`config.mk`:
```
export PLATFORM = sky130hd
export DESIGN_NAME = sfe_socket_regs
export DESIGN_NICKNAME = d
export VERILOG_FILES = /design/src/include/sfe_pkg.sv /design/src/rtl/sfe_socket_regs.sv
export VERILOG_INCLUDE_DIRS = /design/src /design/src/include
export SDC_FILE = /design/constraint.sdc
export NUM_CORES = 1
export LEC_CHECK = 0
export BUFFER_PORTS_ARGS = -buffer_cell sky130_fd_sc_hd__clkbuf_2
export CAP_MARGIN = 20
export CORE_ASPECT_RATIO = 2
export CORE_MARGIN = 10
export CORE_UTILIZATION = 40
export CTS_CLUSTER_SIZE = 16
export DETAILED_ROUTE_END_ITERATION = 6
export GPL_ROUTABILITY_DRIVEN = 0
export PLACE_DENSITY_LB_ADDON = 0.08
export SYNTH_ARGS = -nofsm -noshare
export SYNTH_HDL_FRONTEND = slang
export SYNTH_SLANG_ARGS = --single-unit
export TNS_END_PERCENT = 50
```
`constraint.sdc`:
```
create_clock -name REF_CLK -period 4.5 [get_ports REF_CLK]
set_input_delay 1.125 -clock REF_CLK [delete_from_list [all_inputs] [get_ports REF_CLK]]
set_output_delay 1.125 -clock REF_CLK [all_outputs]
set_load 0.005 [all_outputs]
```
`src/include/sfe_defines.svh`:
```
`ifndef SFE_DEFINES_SVH
`define SFE_DEFINES_SVH

// Register byte offsets inside the socket register window.
`define SFE_OFF_MASK     8'h04
`define SFE_OFF_PRES     8'h08
`define SFE_OFF_FORCE    8'h0C

// Field positions in the live-state, force and mask words.
`define SFE_B_CAPS_HI    31
`define SFE_B_CAPS_LO    28
`define SFE_B_VIDEO      27
`define SFE_B_REINT      14
`define SFE_B_VOLT_HI    13
`define SFE_B_VOLT_LO    10
`define SFE_B_BAD        9
`define SFE_B_LOSS       8
`define SFE_B_UNREC      7
`define SFE_B_IRQ        6
`define SFE_B_WIDE       5
`define SFE_B_NARROW     4
`define SFE_B_PWR        3
`define SFE_B_DET_B      2
`define SFE_B_DET_A      1
`define SFE_B_STS        0
`define SFE_B_EVT_HI     3
`define SFE_B_MASK_HI    2
`define SFE_B_MASK_LO    1
`define SFE_B_RSV_HI     26
`define SFE_B_RSV_LO     14

// Byte lanes that carry the force fields.
`define SFE_LN_LOW       0
`define SFE_LN_CAP       1
`define SFE_LN_VID       3

// Fixed socket supply capabilities and the mask value that passes detects.
`define SFE_SOCK_CAPS    4'h3
`define SFE_MASK_PASS    2'h3

`endif

```
`src/include/sfe_pkg.sv`:
```
package sfe_pkg;

   // Card-interface pin levels, as they arrive from the socket.
   typedef struct packed {
      logic irq;
      logic det_b;
      logic det_a;
      logic sts;
   } sfe_pins_t;

   // Result of one card interrogation, valid with its done pulse.
   typedef struct packed {
      logic       video;
      logic [3:0] volt;
      logic       wide;
      logic       narrow;
      logic       unrec;
   } sfe_probe_t;

   // Whole state of the register bank.
   typedef struct packed {
      sfe_pins_t   s1;
      sfe_pins_t   s2;
      sfe_pins_t   s3;
      logic        irq_lvl;
      logic        sts_lvl;
      logic [1:0]  det;
      logic        video;
      logic [3:0]  volt;
      logic        bad_req;
      logic        loss;
      logic        unrec;
      logic        wide;
      logic        narrow;
      logic        powered;
      logic [1:0]  det_mask;
      logic        pwr_dis;
      logic        reint;
      logic        evt_wr;
      logic [3:0]  evt_data;
      logic        det_irq;
      logic        pready;
      logic        pslverr;
      logic [31:0] prdata;
   } sfe_state_t;

endpackage : sfe_pkg

```
`src/rtl/sfe_socket_regs.sv`:
```
// Local design decision: the APB slave port.
`timescale 1ns/1ps
`include "sfe_defines.svh"

// Functional notes
// - Loss flag, bit 8, sets when a removal may have lost data.
// - Unrecognized-card flag, bit 7, follows interrogation until a valid card.
// - Bit 6 returns the live card interrupt/ready level.
// - Bit 5, wide card, changes only when an interrogation completes or force bit 5 is written.
// - Bit 4, narrow card, changes only when an interrogation completes or force bit 4 is written.
// - Bit 3 shows socket power state, zero after reset.
// - Bits 2 and 1 mirror card detects, frozen during interrogation.
// - Bit 0 mirrors the live card status-change level.
// - Reserved force bits read as zero.
// - Force bit 14 starts re-interrogation and re-enables power control.
// - Force bits 13..10 write voltage caps; any one set disables power.
// - Force bit 27 writes the video support bit.
// - Force bit 9 writes the bad supply request flag.
// - Force bits 8, 7, 5, 4 write loss, unrecognized, wide, narrow.
// - Force bit 3 writes the power event; power state stays as is.
// - Force bits 2, 1 write detect events; live detects stay as is.
// - Force bit 0 writes the status event; live level stays as is.
// - Force at 0Ch, live state at 08h, mask at 04h; 00h is unmapped.
// - Detect changes raise a status-change request only with mask 11.
module sfe_socket_regs
   import sfe_pkg::*;
(
   input  wire logic        REF_CLK,        // 40 MHz system clock.
   input  wire logic        ARST_N,         // Asynchronous reset, low.
   input  wire logic        PSEL,           // APB select.
   input  wire logic        PENABLE,        // APB access phase.
   input  wire logic        PWRITE,         // APB direction, high writes.
   input  wire logic [7:0]  PADDR,          // APB byte address.
   input  wire logic [31:0] PWDATA,         // APB write data.
   input  wire logic [3:0]  PSTRB,          // APB byte lane strobes.
   output      logic [31:0] PRDATA,         // APB read data.
   output      logic        PREADY,         // APB ready.
   output      logic        PSLVERR,        // APB error, unmapped address.
   input  wire sfe_pins_t   CARD_PINS,      // Raw socket pin levels.
   input  wire logic        SOCKET_PWR_ON,  // Power logic reports socket up.
   input  wire logic        LOSS_EVT,       // Removal lost data, pulse.
   input  wire logic        BAD_REQ_EVT,    // Invalid supply request, pulse.
   input  wire logic        INTERROG_BUSY,  // Interrogation in progress.
   input  wire logic        INTERROG_DONE,  // Interrogation result valid.
   input  wire sfe_probe_t  PROBE,          // Interrogation result.
   output      logic        REINTERROGATE,  // Start interrogation, pulse.
   output      logic        PWR_CTL_DIS,    // Socket power control disabled.
   output      logic        EVT_WR,         // Event register write, pulse.
   output      logic [3:0]  EVT_WR_DATA,    // Power, detect b/a, status.
   output      logic        DET_CHG_IRQ     // Detect change request, pulse.
);

   sfe_state_t  st_r;
   sfe_state_t  st_nxt;
   logic        setup;
   logic        wr_acc;
   logic [31:0] pres_word;

   // Live-state word as software sees it.
   // Reserved bits stay zero because the word starts cleared.
   always_comb begin
      pres_word = 32'h0000_0000;
      pres_word[`SFE_B_CAPS_HI:`SFE_B_CAPS_LO] = `SFE_SOCK_CAPS;
      pres_word[`SFE_B_VIDEO] = st_r.video;
      pres_word[`SFE_B_VOLT_HI:`SFE_B_VOLT_LO] = st_r.volt;
      pres_word[`SFE_B_BAD] = st_r.bad_req;
      pres_word[`SFE_B_LOSS] = st_r.loss;
      pres_word[`SFE_B_UNREC] = st_r.unrec;
      pres_word[`SFE_B_IRQ] = st_r.irq_lvl;
      pres_word[`SFE_B_WIDE] = st_r.wide;
      pres_word[`SFE_B_NARROW] = st_r.narrow;
      pres_word[`SFE_B_PWR] = st_r.powered;
      pres_word[`SFE_B_DET_B] = st_r.det[1];
      pres_word[`SFE_B_DET_A] = st_r.det[0];
      pres_word[`SFE_B_STS] = st_r.sts_lvl;
   end

   // Setup and completing-write strobes for the next-state logic.
   // A write is taken only where the master sees ready, at that edge.
   assign setup  = PSEL & ~PENABLE;
   assign wr_acc = PSEL & PENABLE & st_r.pready & PWRITE & ~st_r.pslverr;

   // Next state: pin filters, interrogation results, bus access, events.
   always_comb begin
      st_nxt = st_r;
      st_nxt.reint = 1'b0;
      st_nxt.evt_wr = 1'b0;
      st_nxt.det_irq = 1'b0;
      st_nxt.pready = 1'b0;
      st_nxt.pslverr = 1'b0;
      st_nxt.prdata = 32'h0000_0000;

      // Three-stage pin sampling; a level counts once stages two and three
      // agree, which also rejects a single-cycle glitch.
      // Only stage two reads stage one, so a metastable value stays contained.
      st_nxt.s1 = CARD_PINS;
      st_nxt.s2 = st_r.s1;
      st_nxt.s3 = st_r.s2;
      if (st_r.s2.irq == st_r.s3.irq) begin
         st_nxt.irq_lvl = st_r.s3.irq;
      end
      if (st_r.s2.sts == st_r.s3.sts) begin
         st_nxt.sts_lvl = st_r.s3.sts;
      end
      // The interrogation drives the detect pins itself, so they are held.
      if (!INTERROG_BUSY) begin
         if (st_r.s2.det_b == st_r.s3.det_b) begin
            st_nxt.det[1] = st_r.s3.det_b;
         end
         if (st_r.s2.det_a == st_r.s3.det_a) begin
            st_nxt.det[0] = st_r.s3.det_a;
         end
      end
      if (st_nxt.det != st_r.det && st_r.det_mask == `SFE_MASK_PASS) begin
         st_nxt.det_irq = 1'b1;
      end
      st_nxt.powered = SOCKET_PWR_ON;

      // Outside force writes, card type and capabilities change only with a finished interrogation.
      // It also clears the loss and supply flags; events below still win.
      if (INTERROG_DONE) begin
         st_nxt.video = PROBE.video;
         st_nxt.volt = PROBE.volt;
         st_nxt.wide = PROBE.wide;
         st_nxt.narrow = PROBE.narrow;
         st_nxt.unrec = PROBE.unrec;
         st_nxt.loss = 1'b0;
         st_nxt.bad_req = 1'b0;
      end

      // Zero-wait APB: answer is prepared in the setup cycle.
      if (setup) begin
         st_nxt.pready = 1'b1;
         case (PADDR)
            `SFE_OFF_MASK: begin
               st_nxt.prdata[`SFE_B_MASK_HI:`SFE_B_MASK_LO] = st_r.det_mask;
            end
            `SFE_OFF_PRES: begin
               st_nxt.prdata = pres_word;
            end
            `SFE_OFF_FORCE: begin
               st_nxt.prdata = 32'h0000_0000;
            end
            default: begin
               st_nxt.pslverr = 1'b1;
            end
         endcase
      end

      // Register writes take effect at the completing edge only.
      if (wr_acc && PADDR == `SFE_OFF_MASK && PSTRB[`SFE_LN_LOW]) begin
         st_nxt.det_mask = PWDATA[`SFE_B_MASK_HI:`SFE_B_MASK_LO];
      end
      if (wr_acc && PADDR == `SFE_OFF_FORCE) begin
         if (PSTRB[`SFE_LN_VID]) begin
            st_nxt.video = PWDATA[`SFE_B_VIDEO];
         end
         if (PSTRB[`SFE_LN_CAP]) begin
            if (PWDATA[`SFE_B_REINT]) begin
               st_nxt.reint = 1'b1;
               st_nxt.pwr_dis = 1'b0;
            end
            st_nxt.volt = PWDATA[`SFE_B_VOLT_HI:`SFE_B_VOLT_LO];
            // A disabling bit in the same write outranks the re-enable.
            if (|PWDATA[`SFE_B_VOLT_HI:`SFE_B_VOLT_LO]) begin
               st_nxt.pwr_dis = 1'b1;
            end
            st_nxt.bad_req = PWDATA[`SFE_B_BAD];
            st_nxt.loss = PWDATA[`SFE_B_LOSS];
         end
         if (PSTRB[`SFE_LN_LOW]) begin
            st_nxt.unrec = PWDATA[`SFE_B_UNREC];
            st_nxt.wide = PWDATA[`SFE_B_WIDE];
            st_nxt.narrow = PWDATA[`SFE_B_NARROW];
            // Event bits go to the event register; live bits are untouched.
            st_nxt.evt_wr = 1'b1;
            st_nxt.evt_data = PWDATA[`SFE_B_EVT_HI:`SFE_B_STS];
         end
      end

      // Hardware events outrank a clearing write in the same cycle.
      // Software thus cannot lose a hardware event by clearing it at once.
      if (LOSS_EVT) begin
         st_nxt.loss = 1'b1;
      end
      if (BAD_REQ_EVT) begin
         st_nxt.bad_req = 1'b1;
      end
   end

   // State register. Reset clears everything, so detects read zero
   // until the pins have been sampled.
   always_ff @(posedge REF_CLK or negedge ARST_N) begin
      if (!ARST_N) begin
         st_r <= '0;
      end else begin
         st_r <= st_nxt;
      end
   end

   // Every output is a state bit, so none has a combinational path.
   assign PRDATA = st_r.prdata;
   assign PREADY = st_r.pready;
   assign PSLVERR = st_r.pslverr;
   assign REINTERROGATE = st_r.reint;
   assign PWR_CTL_DIS = st_r.pwr_dis;
   assign EVT_WR = st_r.evt_wr;
   assign EVT_WR_DATA = st_r.evt_data;
   assign DET_CHG_IRQ = st_r.det_irq;
endmodule : sfe_socket_regs

```
* Word level (Yosys, flattened, before mapping)
Index checks and enable logic that the tools add are counted.
** Operators by class
- Equal/unequal tests :: 9
- Muxes and demuxes :: 21
- Bitwise logic cells :: 7
- Reduce and logical (&&, ||, !) cells :: 9
** Operator list (count)
- 34-bit two-way mux :: 1
- 27-bit two-way mux :: 1
- 10-bit two-way mux :: 2
- 8-bit by 4-bit == test with 1-bit output (second input constant) :: 2
- 6-bit two-way mux :: 2
- 1-bit two-way mux :: 10
- 8-bit by 3-bit == test with 1-bit output (second input constant) :: 1
- 1-bit bitwise AND :: 5
- 5-bit two-way mux :: 1
- 1-bit == test :: 4
- 1-bit logical AND :: 4
- 2-bit two-way mux :: 2
- 2-bit one-hot mux with 2 select lines :: 1
- 4-bit OR reduction :: 1
- 3-bit two-way mux :: 1
- 3-bit AND reduction :: 1
- 3-bit OR reduction :: 1
- 2-bit == test (second input constant) :: 1
- 2-bit inequality test :: 1
- 1-bit inverter :: 2
- 2-bit AND reduction :: 1
- 2-bit nonzero test :: 1
** Word-level totals
- Flip-flop bits (word level) :: 71
- Bits of input ports :: 66
- Output and inout bits :: 42
- Logic and storage cells :: 78

* Longest topological paths before layout
Gate-level depths: netlist of the first run.
- Depth in word-level cells :: 7
- Mapped depth :: 6
- Mapped depth without buffers :: 4

* Least setup slack after synthesis of the first run
OpenSTA, ideal clock, no wires.
- Path kind :: input-to-reg
- Start point :: in PADDR[5]
- End point :: reg st_r, in the netlist EVT_WR_DATA[0]
- Data arrival time :: 2.687 ns
- Required time :: 4.375 ns
- Slack :: 1.689 ns
- Stages :: 5
- Buffers on the path :: 1
- Cells stage by stage :: or4_4 -> nor4_1 -> and4_1 -> buf_4 -> mux2_2
** On the way
- Word-level cells in the longest chain between the ends :: 3
** Ends and longest elaborated chain
- start: declaration :: line sfe_socket_regs.sv:33 : input wire logic [7:0] PADDR,
- 8-bit by 4-bit == test with 1-bit output
- 1-bit logical AND (no source line)
- 2-bit AND reduction (no source line)
- end signal: assignment :: line sfe_socket_regs.sv:197 : st_r <= st_nxt;
- end: declaration :: line sfe_socket_regs.sv:53 : sfe_state_t st_r;
Every way passes these cells.
A chain may end at the register's enable or synchronous reset.

* Worst setup path after layout of the first run
- Start point :: in PADDR[5]
- End point :: reg st_r, in the netlist EVT_WR_DATA[2]
The elaborated chain is that of the path after synthesis.

==> results of run 1 <==
-- Yosys cell counts, types with 2 or more instances --
cell | count | area [um^2]
dfrtp_1 | 55 | 1380
buf_4 | 37 | 278
mux2_2 | 14 | 158
nor2_1 | 14 | 52.6
and2_2 | 12 | 90.1
a21oi_1 | 6 | 30.0
o21ai_0 | 6 | 30.0
inv_1 | 5 | 18.8
nand2_1 | 5 | 18.8
nor2b_1 | 5 | 31.3
mux2i_1 | 4 | 40.0
a22oi_1 | 2 | 15.0
a311o_1 | 2 | 20.0
clkbuf_1 | 2 | 7.51
maj3_1 | 2 | 20.0
nand4_1 | 2 | 12.5
nor4_1 | 2 | 12.5
-- power by group through the flow --
stage	registers [W]	clock network, W	logic [W]
CTS	0.000525	0.000430	0.0000688
finish	0.000524	0.000417	0.0000696
floorplan	0.000531	0	0.0000391
detailed placement	0.000534	0	0.0000688
global route	0.000527	0.000446	0.0000798
global placement	0.000533	0	0.0000678
-- area by class of cell --
type                       instances  area (um^2)
multi-input combinational        102          689
inverter                           5         18.8
clock inverter                     1         30.0
sequential                        55         1380
clock buffer                       6          129
timing repair buffer              76          398
tap                               61         76.3
fill                             543         2990
-- routing by layer --
layer	GRT usage, %	up-vias	share of wire (%)
li1	-	687	-
met1	10.2	690	33
met2	18.5	56	56
met3	3.95	6	9.0
met4	4.52	0	1.8
met5	0	-	0
-- final timing paths --
path,from,to,slack [ns]
max,PADDR[5],EVT_WR_DATA[2],1.63
min,st_nxt[63],st_nxt[59],0.35
max reg2reg,PSLVERR,EVT_WR_DATA[2],2.61
min reg2reg,st_nxt[63],st_nxt[59],0.35
max in group asynchronous,ARST_N,st_nxt[66],3.10
min in group asynchronous,ARST_N,pres_word[4],0.69
-- kinds of logic (layout without fill, tap and decap cells) --
logic type | Yosys count | count (layout) | synth area share [%]
simple gates | 49 | 49 | 13.0
flops | 55 | 55 | 59.0
fa+ha+maj | 2 | 2 | 0.858
mux | 18 | 18 | 8.47
other cells | 1 | 15 | 0.161
buf+inv | 46 | 88 | 13.7
compound gates | 18 | 18 | 4.77
-- critical path, stage by stage --
cell and delay [ns]:
clkbuf_2 0.08, or4_4 0.55, nor4_1 0.41, and4_1 0.49
mux2_2 0.38
-- metrics by stage --
step / power (W) / utilization [%] / hold WS (ns)
CTS: 0.00102 / 47.2 / 0.353
floorplan: 0.000570 / - / 0.331
finish: 0.00101 / 47.6 / 0.351
global placement: 0.000601 / 44.5 / 0.337
detailed placement: 0.000603 / 44.5 / 0.338
global route: 0.00105 / 47.6 / 0.365
-- sequential cells by signal (all words and copies together), names as in the netlist --
register,flops
DET_CHG_IRQ,1
PSLVERR,1
REINTERROGATE,1
st_nxt,8
EVT_WR_DATA,4
EVT_WR,1
PWR_CTL_DIS,1
PREADY,1
st_r,6
pres_word,15
PRDATA,16
==> run_results.csv, run 1 <==
group,metric,value,unit
global_route,grt_pass1_vias,1629,
sta,setup_viol,0,
floorplanning,core_area,5710,um^2
detailed_routing,drc_errors,0,
floorplanning,die-area,9470,um^2
final_layout,final_common_cell,"clkbuf_2",
yosys,ys.flop_type,"dfrtp_1",
critical_path,required,4.67,ns
clock_tree,post_cts_buffers,0,
power,clock_power_share,41.2,%
sta,fin_crit_sh,63.7,%
detailed_routing,drt_iter0_drc,31,
sta,slew_violations,0,
yosys,ys_ff_latch,55,
global_route,grtUsageTotal,10.4,%
sta,rsz0062_at_grt,"false",
yosys,synth-edff-count,0,
placed_design,dpl.cell_count,298,
power,ir_drop,0.259,mV
sta,skew,0.00290,ns
final_layout,instances_no_fill,306,
power,power_density,372,nW/um^2
final_layout,syn2layout_area_growth,16.5,%
floorplanning,die_y,128,um
detailed_routing,wl_per_cell,15.7,um
power,p_sw_share,20.0,%
clock_tree,htreeDepth,2,
sta,hold_violations,0,
sta,fin_setup_tns,0,ns
final_layout,final_cell_area,2720,um^2
detailed_routing,dr.pass1.iters,5,
sta,fin_ws,1.63,ns
floorplanning,die_width,74.0,um
final_layout,layout-drive-gt1-share,45.7,%
placed_design,dpl_cell_area,2540,um^2
min_path,min_path_cells,0,
global_route,grt_max_degree,41,
critical_path,arrival,3.03,ns
yosys,syn_area,2330,um^2
power,p_int,0.000809,W
placed_design,port_buffers,74,
run_status,outcome,"finished, final reports clean",
yosys,yosysWarnings,0,
global_route,antenna_found_initial,0,
power,p_leak,1.42,nW
floorplanning,start_util,40.9,%
critical_path,crit_fanout,8,
floorplanning,row_count,39,
sta,period_minus_slack,2.87,ns
power,p_comb_share,6.9,%
flow_run,max_cap_viol_count,0,
yosys,yosysUniqueCellTypes,31,
yosys,syn_inst,189,
critical_path,startpoint_type,"input port",
clock_tree,cts_made_buffers,5,
final_layout,diodes,0,
placed_design,dp_slack,1.32,ns
clock_tree,clk_pin_slew,0.06,ns
final_layout,nets,311,
critical_path,rr_worst_depth,4,
clock_tree,root_buffer,"clkbuf_16",
detailed_routing,via_per_inst,4.70,
critical_path,critPathCaptureType,"flip-flop",
sta,fmaxAchievable,349,MHz
sta,max_slew.worst_pin.slew,0.526,ns
detailed_routing,route.vias.total,1439,
yosys,ys_seq_area_share,59.0,%
yosys,async_flop_share,100,%
sta,max_slew_margin,64.9,%
min_path,worstHoldPathType,"reg -> reg",
clock_tree,cts_hold_buf,0,
clock_tree,cts.sinks,55,
power,switchingPower,0.000202,W
detailed_routing,ant_nets,0,
global_route,grt_pass1_wl,7780,um
final_layout,layout_common_cells,"clkbuf_2, dfrtp_1, conb_1, nor2_1, mux2_2",
clock_tree,clk_latency,0.28,ns
critical_path,critPathKind,"in -> reg",
floorplanning,design.portCount,108,
clock_tree,cts_tree,"built",
clock_tree,cts_resized,0,
yosys,avgSynthCellArea,12.3,um^2
clock_tree,cts_buffer_depth,2,
detailed_routing,wl,4810,um
global_route,overflow,0,
placed_design,dp_hpwl,3880,um
power,seqPwrFrac,51.9,%
(Power assumes the default switching activity.)
==> run 2: changes to the inputs <==
clock period = 2.75 ns   (was 4.5 ns; I/O delays follow)
==> run_results.csv, run 2 (synthesis results as in run 1) <==
group,metric,value,unit
min_path,worstHoldPathType,"reg -> reg",
critical_path,rr_worst_depth,4,
critical_path,cpMaxStageDelayCell,"or4_4",
detailed_routing,wl,4730,um
sta,fmaxAchievable,427,MHz
placed_design,port_buffers,74,
clock_tree,htreeDepth,2,
critical_path,r2r_start,"PSLVERR",
floorplanning,design.portCount,108,
placed_design,dp_hpwl,3820,um
clock_tree,clk_pin_slew,0.07,ns
sta,setup_viol,0,
sta,hold_violations,0,
critical_path,startpoint_type,"input port",
detailed_routing,drc_errors,0,
final_layout,instances_no_fill,309,
critical_path,arrival,2.52,ns
final_layout,layout-drive-gt1-share,46.8,%
sta,rsz0062_at_grt,"false",
sta,skew,0.00355,ns
clock_tree,cts_hold_buf,0,
clock_tree,cts_made_buffers,5,
global_route,grtUsageTotal,10.3,%
global_route,grt_pass1_vias,1587,
detailed_routing,wl_per_cell,15.3,um
global_route,antenna_found_initial,0,
critical_path,critPathKind,"in -> reg",
power,power_density,640,nW/um^2
critical_path,startpoint,"PADDR[5]",
critical_path,cpLargestDelayFamily,"simple AND/OR/NAND/NOR gates",
critical_path,r2r_slack,0.91,ns
clock_tree,post_cts_buffers,0,
min_path,min_path_cells,0,
critical_path,required,2.93,ns
placed_design,dpl.cell_count,301,
min_path,min_from,"st_nxt[66]",
global_route,overflow,0,
final_layout,layout_common_cells,"clkbuf_2, dfrtp_1, conb_1, nor2_1, mux2_2",
power,p_leak,1.44,nW
floorplanning,die_y,128,um
power,ir_drop,0.600,mV
sta,fin_setup_tns,0,ns
sta,fin_hold_ws,0.350,ns
floorplanning,die_width,74.0,um
clock_tree,cts_resized,0,
detailed_routing,via_per_inst,4.65,
sta,slew_violations,0,
power,finalPower,0.00176,W
detailed_routing,dr.pass1.iters,4,
final_layout,largest_reg_flops,16,
sta,period_minus_slack,2.34,ns
clock_tree,cts_buffer_depth,2,
floorplanning,core_area,5710,um^2
detailed_routing,route.vias.total,1436,
critical_path,cp_num_buf_inv,1,
critical_path,crit_chain,"clkbuf_2 > or4_4 > nor4_1 > and4_1 > mux2_2",
critical_path,critPathCaptureType,"flip-flop",
final_layout,final_common_cell,"clkbuf_2",
placed_design,dp_slack,0.116,ns
run_status,outcome,"finished, final reports clean",
clock_tree,clk_latency,0.29,ns
detailed_routing,ant_nets,0,
critical_path,crit_fanout,8,
floorplanning,die-area,9470,um^2
final_layout,nets,313,
sta,max_slew_margin,55.0,%
floorplanning,start_util,40.9,%
global_route,grt_pass1_wl,7470,um
final_layout,nFillCells,548,
clock_tree,cts_tree,"built",
critical_path,max_stage_delay,0.55,ns
detailed_routing,drt_iter0_drc,61,
sta,max_slew.worst_pin.slew,0.675,ns
global_route,grt_max_degree,56,
sta,fin_ws,0.409,ns
critical_path,worst-path-stages,5,
sta,fin_crit_sh,85.1,%
final_layout,syn2layout_area_growth,18.0,%
flow_run,max_cap_viol_count,0,
clock_tree,cts.sinks,55,
floorplanning,row_count,39,
clock_tree,root_buffer,"clkbuf_16",
final_layout,diodes,0,
==> run 2: cell count changes in the layout (fill, tap and decap cells not counted) <==
cell	delta
buf_12	-1
bufinv_16	+1
buf_4	+3
clkinvlp_4	+1
clkbuf_1	-1
==> run 2: power by group <==
group | leakage [nW] | switching, W | internal, W
combinational | 0.649 | 0.0000551 | 0.0000547
clock | 0.0900 | 0.000274 | 0.000521
sequential | 0.700 | 0.0000171 | 0.000840
total | 1.44 | 0.000346 | 0.00142
==> run 2: per-layer routing <==
| layer | GRT usage, % | part of all wire, % |
|---|---|---|
| met1 | 9.08 | 31 |
| met2 | 18.4 | 57 |
| met3 | 4.65 | 9.7 |
| met4 | 5.29 | 2.1 |
| met5 | 0 | 0 |
==> run 2: final timing paths <==
check | endpoint
max in group asynchronous | pres_word[3]
min in group asynchronous | EVT_WR
worst min-delay path | st_nxt[62]
worst max-delay path | EVT_WR_DATA[2]
worst min register to register | st_nxt[62]
worst max register to register | EVT_WR_DATA[2]
==> run 2: cell type report <==
type	instances	area [um^2]	share of cell area, %
flip-flops and latches	55	1380	50.0
multi-input cells	102	689	25.0
repair buffers	78	400	14.5
clock buffers	5	125	4.54
well taps	61	76.3	2.77
clock inverters	3	67.6	2.45
inverters	5	18.8	0.682
==> run 2: per-stage QoR <==
stage	instance area, um^2	util, %
after global placement	2560	44.9
after CTS	2750	48.2
after global routing	2750	48.2
after floorplan	2390	-
after detailed placement	2560	44.9
final	2750	48.2
